===== config.mk =====
export PLATFORM = sky130hd
export DESIGN_NAME = iwtc_ctrl
export DESIGN_NICKNAME = d
export VERILOG_FILES = /design/src/iwtc_pkg.sv /design/src/iwtc_ctrl.sv
export SDC_FILE = /design/constraint.sdc
export NUM_CORES = 1
export LEC_CHECK = 0
export ABC_AREA = 1
export BUFFER_PORTS_ARGS = -buffer_cell sky130_fd_sc_hd__buf_2
export CAP_MARGIN = 20
export CORE_AREA = 2 2 54 56
export DETAILED_ROUTE_END_ITERATION = 10
export DIE_AREA = 0 0 56 58
export MAX_ROUTING_LAYER = met4
export PLACE_DENSITY = 0.86
export SETUP_SLACK_MARGIN = 0.15
export SLEW_MARGIN = 20
export SYNTH_ARGS = -nofsm -noshare
export SYNTH_HDL_FRONTEND = slang
export SYNTH_SLANG_ARGS = --single-unit
export TNS_END_PERCENT = 5

===== constraint.sdc =====
create_clock -name clock -period 0.8 [get_ports clock]
set_input_delay 0.04 -clock clock [delete_from_list [all_inputs] [get_ports clock]]
set_output_delay 0.04 -clock clock [all_outputs]
set_load 0.05 [all_outputs]

===== src/iwtc_pkg.sv =====
// package for the instruction watch trap control block
package iwtc_pkg;
	localparam int IWTC_NUM_WATCH = 4;
	// bit positions use big-endian numbering: bit 0 is the msb of the word
	localparam int IWTC_SW_EN_LO = 20;
	localparam int IWTC_PORT_EN_LO = 24;
	localparam int IWTC_SKIP_BIT = 28;
	localparam int IWTC_ORDER_BIT = 29;
	localparam int IWTC_SHOW_LO = 30;
	localparam logic [3:0] IWTC_SW_EN_RST = 4'h0;
	localparam logic [3:0] IWTC_PORT_EN_RST = 4'h0;
	localparam logic IWTC_SKIP_RST = 1'b0;
	localparam logic IWTC_ORDER_RST = 1'b0;

	typedef enum logic [1:0] {
		IWTC_SHOW_ALL = 2'h0,
		IWTC_SHOW_FLOW = 2'h1,
		IWTC_SHOW_INDIRECT = 2'h2,
		IWTC_SHOW_NONE = 2'h3
	} iwtc_show_t;

	typedef struct packed {
		logic [3:0] sw_trap_en;
		logic [3:0] port_trap_en;
		logic skip_first_hit;
		logic core_ordering_ctrl;
		iwtc_show_t fetch_show_select;
		logic [3:0] first_seen;
	} iwtc_state_t;

	// one retired instruction fetch as seen by the show-cycle logic
	typedef struct packed {
		logic valid;
		logic flow_change;
		logic indirect;
	} iwtc_fetch_t;

	// msb-0 bit n of a 32-bit word maps to lsb-0 index 31-n
	function automatic int iwtc_bit(input int n);
		return 31 - n;
	endfunction : iwtc_bit
endpackage : iwtc_pkg


===== src/iwtc_ctrl.sv =====
// instruction watch trap control register and its show/trap decode
`timescale 1ns/10ps
// What this block does
// - bits 20 to 23 enable a software trap on a match of watchpoints 0 to 3, cleared on reset.
// - bits 24 to 27 show the port trap enables read-only, zero after reset.
// - bit 28 set makes the first instruction breakpoint hit be ignored, data side untouched.
// - a new bits 29 to 31 value acts from the register write instruction itself on.
// - a zero ordering bit keeps the core fully serialized under each of the four show codes.
// - show code 00 gives a show cycle for every fetch and is the reset value with ordering zero.
// - show code 01 gives show cycles only at direct or indirect flow changes.
// - show code 10 gives show cycles only at indirect flow changes.
// - show code 11 gives no fetch show cycles while the core stays serialized.
module iwtc_ctrl import iwtc_pkg::*; #(
	parameter int NUM_WATCH = IWTC_NUM_WATCH
) (
	// clock and reset
	input wire logic clock,
	input wire logic srst,
	input wire logic clk_en,
	// special-register access from the core
	input wire logic spr_wr,
	input wire logic [31:0] spr_wdata,
	output logic [31:0] spr_rdata,
	// development port side
	input wire logic port_en_wr,
	input wire logic [NUM_WATCH-1:0] port_en_wdata,
	// watchpoint matches and trap requests
	input wire logic [NUM_WATCH-1:0] watch_match,
	input wire logic bp_match,
	output logic [NUM_WATCH-1:0] sw_trap,
	output logic [NUM_WATCH-1:0] port_trap,
	output logic bp_hit,
	// fetch stream and show-cycle requests
	input wire iwtc_fetch_t fetch,
	output logic show_cycle,
	output logic serialize
);
	iwtc_state_t st_r;
	iwtc_state_t st_nxt;
	iwtc_show_t wr_show;
	iwtc_show_t eff_show;
	logic eff_order;

	// the written code is forwarded so the write instruction itself obeys it
	always_comb begin
		wr_show = iwtc_show_t'({spr_wdata[iwtc_bit(IWTC_SHOW_LO)],
			spr_wdata[iwtc_bit(IWTC_SHOW_LO + 1)]});
		// a write dropped by a low clock enable must not be forwarded either
		eff_show = (spr_wr & clk_en) ? wr_show
			: st_r.fetch_show_select;
		eff_order = (spr_wr & clk_en) ? spr_wdata[iwtc_bit(IWTC_ORDER_BIT)]
			: st_r.core_ordering_ctrl;
	end

	// every defined code keeps the core serialized while ordering is zero
	assign serialize = ~eff_order;

	always_comb begin
		show_cycle = 1'b0;
		case (eff_show)
			IWTC_SHOW_ALL: begin
				show_cycle = fetch.valid;
			end
			IWTC_SHOW_FLOW: begin
				show_cycle = fetch.valid & fetch.flow_change;
			end
			IWTC_SHOW_INDIRECT: begin
				show_cycle = fetch.valid & fetch.flow_change
					& fetch.indirect;
			end
			IWTC_SHOW_NONE: begin
				show_cycle = 1'b0;
			end
			default: begin
				show_cycle = 1'b0;
			end
		endcase
	end

	// skip mode swallows the first breakpoint hit after it is armed
	assign bp_hit = bp_match & (~st_r.skip_first_hit | (|st_r.first_seen));

	genvar g;
	generate
		for (g = 0; g < NUM_WATCH; g++) begin : g_trap
			assign sw_trap[g] = watch_match[g] & st_r.sw_trap_en[g];
			assign port_trap[g] = watch_match[g] & st_r.port_trap_en[g];
			assign spr_rdata[iwtc_bit(IWTC_SW_EN_LO + g)] = st_r.sw_trap_en[g];
			assign spr_rdata[iwtc_bit(IWTC_PORT_EN_LO + g)] =
				st_r.port_trap_en[g];
		end
	endgenerate

	// bits 0 to 19 belong to other logic and read as zero here
	assign spr_rdata[31:12] = 20'h00000;
	assign spr_rdata[iwtc_bit(IWTC_SKIP_BIT)] = st_r.skip_first_hit;
	assign spr_rdata[iwtc_bit(IWTC_ORDER_BIT)] = st_r.core_ordering_ctrl;
	assign spr_rdata[iwtc_bit(IWTC_SHOW_LO)] = st_r.fetch_show_select[1];
	assign spr_rdata[iwtc_bit(IWTC_SHOW_LO + 1)] = st_r.fetch_show_select[0];

	always_comb begin
		st_nxt = st_r;
		if (bp_match) begin
			st_nxt.first_seen = 4'h1;
		end
		if (spr_wr) begin
			for (int i = 0; i < NUM_WATCH; i++) begin
				st_nxt.sw_trap_en[i] =
					spr_wdata[iwtc_bit(IWTC_SW_EN_LO + i)];
			end
			st_nxt.skip_first_hit = spr_wdata[iwtc_bit(IWTC_SKIP_BIT)];
			// rewriting the register re-arms the first-hit skip
			st_nxt.first_seen = 4'h0;
			st_nxt.core_ordering_ctrl = eff_order;
			st_nxt.fetch_show_select = wr_show;
		end
		// only the development port reaches these bits
		if (port_en_wr) begin
			st_nxt.port_trap_en = port_en_wdata;
		end
	end

	always_ff @(posedge clock) begin
		if (srst) begin
			st_r <= '{sw_trap_en: IWTC_SW_EN_RST,
				port_trap_en: IWTC_PORT_EN_RST,
				skip_first_hit: IWTC_SKIP_RST,
				core_ordering_ctrl: IWTC_ORDER_RST,
				fetch_show_select: IWTC_SHOW_ALL,
				first_seen: 4'h0};
		end else if (clk_en) begin
			st_r <= st_nxt;
		end
	end
endmodule : iwtc_ctrl


; Word level (Yosys, flattened, before mapping)
; Index checks and enable logic that the tools add are counted.
[classes]
n_reduce_logical = 6
bitwise = 15
mux = 5
n_eq_ne = 3
[op_table]
columns = cell, count
row1 = AND 1 bit, 12
row2 = two-way mux 4 bit, 2
row3 = AND reduction 2 bit, 3
row4 = "== test 2 bit, second input constant", 2
row5 = one-hot mux 1 bit (4 select lines), 1
row6 = OR reduction 4 bit, 1
row7 = "== test 2 x 1 -> 1 bit, second input constant", 1
row8 = zero test 2 bit, 1
row9 = two-way mux 2 bit, 1
row10 = NOT 1 bit, 2
row11 = nonzero test 2 bit, 1
row12 = two-way mux 1 bit, 1
row13 = OR 1 bit, 1
[word_totals]
out_inout_bits = 43
reg_bits = 16
input_bits = 49
word_cells = 35

; Depth between registers and ports, before layout
[depth]
word_depth = 4
mapped_depth = 6

; Least setup slack after synthesis
; No wires, ideal clock.
[synth_path]
kind = flip-flop to output port
startpoint = register st_r[0] (netlist name)
endpoint = output port bp_hit
stages_incl_launch_ff = 3
required_ns = 0.760
n_path_buf = 0
path_slack_ns = -0.699
t_arrival_ns = 1.459
cell_sequence = dfxtp_1 > inv_1 > a21boi_0
[synth_via]
elab_chain_cells = 3
[synth_rtl]
columns = item, line_no
row1 = start: declaration, iwtc_ctrl.sv:38  ; iwtc_state_t st_r;
row2 = start signal: assignment, iwtc_ctrl.sv:125  ; st_r <= '{sw_trap_en: IWTC_SW_EN_RST,
row3 = start signal: assignment, iwtc_ctrl.sv:132  ; st_r <= st_nxt;
row4 = OR reduction 4 bit, iwtc_ctrl.sv:81  ; assign bp_hit = bp_match & (~st_r.skip_first_hit | (|st_r.first_seen));
row5 = OR 1 bit, iwtc_ctrl.sv:81
row6 = AND 1 bit, iwtc_ctrl.sv:81
row7 = end: declaration, iwtc_ctrl.sv:32  ; output logic bp_hit,
; Every way passes these cells.

; Worst setup path in the final report
[layout_path]
startpoint = register st_r (netlist bit spr_rdata[0])
endpoint = output port show_cycle
[layout_via]
elab_chain_cells = 3
[layout_rtl]
columns = item, line_no
row1 = two-way mux 2 bit (*), iwtc_ctrl.sv:49  ; eff_show = (spr_wr & clk_en) ? wr_show
row2 = == test 2 bit (tied with other cells), iwtc_ctrl.sv:60  ; case (eff_show)
row3 = one-hot mux 1 bit (4 select lines) (*), iwtc_ctrl.sv:60
row4 = end: declaration, iwtc_ctrl.sv:35  ; output logic show_cycle,
; Mark *: on every way between the ends. The rest lies on a longest branch, timed or not.

==> impl_metrics.tcl <==
set metrics [dict create \
    drv_slew 0 \
    setup_viol 23 \
    grt_busiest_layer "met2" \
    yosys_warnings 0 \
    critPathTopFamily "flip-flops" \
    initial_core_util_pct 32.8 \
    die_h_um 58 \
    cp-start-kind "flop" \
    crit_fanout 3 \
    area_delta_synth_final_pct 54.5 \
    peakVddDrop_mv 0.798 \
    cts_setup_buffers 0 \
    io_buffers 47 \
    clkTransAtPathRegs_ps 80 \
    internal_power_mw 1.13 \
    grt_pass1_wl_um 3220 \
    crit_type "reg2out" \
    ant_nets 0 \
    p_total_mw 1.96 \
    place_congestion 0.669 \
    grt_antenna_before_repair 0 \
    gr-usage-all-layers_pct 12.7 \
    chipWidth_um 56 \
    seq_power_share_pct 36.6 \
    power_frac_comb_pct 42.4 \
    clock_sinks 13 \
    crit_required_ps 760 \
    cts_buffers 3 \
    hold_path.class "in2reg" \
    period_needed_ps 1160 \
    violations "negative setup slack" \
    synth.distinct_cells 16 \
    drive_gt1_share_pct 51.1 \
    tns_ps -2160 \
    switching_share_pct 42.1 \
    grt_setup_unrepaired "true" \
    wl_um 2040 \
    coreArea_um2 2660 \
    yosysTopAreaCell "dfxtp_1" \
    final_hold_viol_count 0 \
    synth_cells 128 \
    drcViolationCount 0 \
    critPathArrivalTime_ps 1120 \
    yosysSeqAreaShare_pct 29.8 \
    skew_ps 0 \
    h-tree-depth 1 \
    powerDensity_nw_per_um2 1450 \
    fin_ws_ps -357 \
    p_switching_mw 0.824 \
    place_hpwl_um 1510 \
    vias 839 \
    rows 19 \
    fin_util_pct 50.6 \
    path_buf_inv 2 \
    period_share_pct 145 \
    wl_per_cell_um 9.86 \
    avgSynthCellArea_um2 6.81 \
    drt_iter0_drc 11 \
    ios 92 \
    firstDrtPassIters 4 \
    r2r_slack_ps 100 \
    cts_tree "done" \
    outcome "finished, violations left" \
    slowest_stage "dfxtp_2" \
    grt_max_degree 14 \
    synth_area_leaders "dfxtp_1 30%, buf_4 28%, nand2_1 14%" \
    max_stage_delay_ps 330 \
    max_cap_violations 0 \
    ctsRootBufferMaster "clkbuf_4" \
    gr-usage-met1_pct 13.4 \
    crit_chain "inv_1 -> nand2_2 -> nand2_4 -> nand3_4 -> nand3_4 -> buf_8" \
    clockBufferDepth 2 \
    met3_usage_pct 3.57 \
    crit_path_end_kind "primary output" \
    clock_latency_ps 270 \
    p_leak_nw 0.750 \
    netlist_area_um2 872 \
    yosys_register_bits 13 \
    crit_top_cell "nand3_4" \
    antennaDiodeCount 0 \
    use_met2_pct 23.9 \
    die-area_um2 3250 \
    power_frac_clock_pct 21.0 \
    vias_per_cell 4.05 \
    grt_pass1_vias 767 \
    max_freq_ghz 0.864 \
    netlist.area_leader.share_pct 29.8 \
    fin_nets 226 \
    overflow 0 \
]
==> repair_timing <==
| action | in CTS | in global routing |
|---|---|---|
| hold buffers | 5 | 0 |
| setup endpoints to repair | 26 | 32 |
| pin swaps | 1 | 7 |
| hold endpoints to repair | 5 | 0 |
| gates resized for setup | 62 | 18 |
==> area by class of cell <==
cell class,count,area (um2)
Inverter,17,68.8
Clock buffer,4,26.3
Timing Repair Buffer,59,498
Sequential cell,13,282
Tap cell,31,38.8
Multi-Input combinational cell,83,434
Fill cell,265,1320
==> synthesized netlist by cell type <==
cell and count:
a21boi_0 1, a21oi_1 10, buf_4 32, buf_6 1, clkbuf_1 1, clkinv_4 1, conb_1 1, dfxtp_1 13
inv_1 16, nand2_1 32, nand2_2 5, nand3_1 8, nor2_1 4, nor3_1 1, o21ai_2 1, or2_1 1
==> layout by cell type, fill, tap and decap left out, types with 2 or more instances in the layout <==
cell type,synthesis,final
nand3_4,0,2
nor2_1,4,4
inv_1,16,12
dfxtp_4,0,2
buf_4,32,8
buf_8,0,5
inv_2,0,4
a21oi_1,10,9
nand3_2,0,2
nand2_2,5,6
dfxtp_2,0,11
buf_6,1,16
buf_2,0,25
conb_1,1,20
nand3_1,8,4
dlymetal6s4s_1,0,3
nand2_4,0,2
nand2_1,32,29
clkbuf_4,0,3
dlygate4sd3_1,0,2
==> per-stage QoR <==
stage / setup slack (ps) / cells / instance area, um2 / hold WS [ps]
after CTS: -382 / 207 / 1300 / 1.32
after global placement: -184 / 198 / 1050 / 290
after floorplan: -47.9 / 147 / 975 / 109
after detailed placement: -212 / 198 / 1050 / 297
after global routing: -421 / 207 / 1350 / 1.58
final: -357 / 207 / 1350 / 3.43
==> final timing paths <==
path | from | end | depth (start not counted)
min reg2reg | spr_rdata[11]$_SDFFE_PP0N_ | spr_rdata[11]$_SDFFE_PP0N_ | 2
min | spr_wdata[8] | spr_rdata[8]$_SDFFE_PP0N_ | 3
max reg2reg | spr_rdata[0]$_SDFFE_PP0N_ | spr_rdata[0]$_SDFFE_PP0N_ | 4
max | spr_rdata[0]$_SDFFE_PP0N_ | show_cycle | 6
==> power groups by stage <==
stage               clock [mW]  sequential [mW]  combinational [mW]
finish                   0.410            0.716               0.829
global route             0.465            0.722               0.873
CTS                      0.427            0.717               0.805
detailed placement           0            0.721               0.702
global placement             0            0.719               0.696
floorplan                    0            0.716               0.661
==> flip-flops by register name (all words and copies together) (netlist names) <==
register   count
st_r           1
spr_rdata     12
==> tightest hold or removal path, stage by stage <==
cell and delay, ps:
buf_2 100, nand2_1 50, a21oi_1 50
==> metal layers <==
metal,share of wire (%),wire length (um),up-vias
met2,54,1100,42
li1,-,-,434
met4,0,0,0
met5,0,0,-
met1,39,790,363
met3,7.6,155,0
==> cell families after synthesis <==
group           after synthesis  synth area share [%]
other cells                   1                 0.430
simple gates                 51                  25.0
compound gates               12                  7.60
buf+inv                      51                  37.2
flops                        13                  29.8
Note: power is estimated with default switching activity, not from simulation.
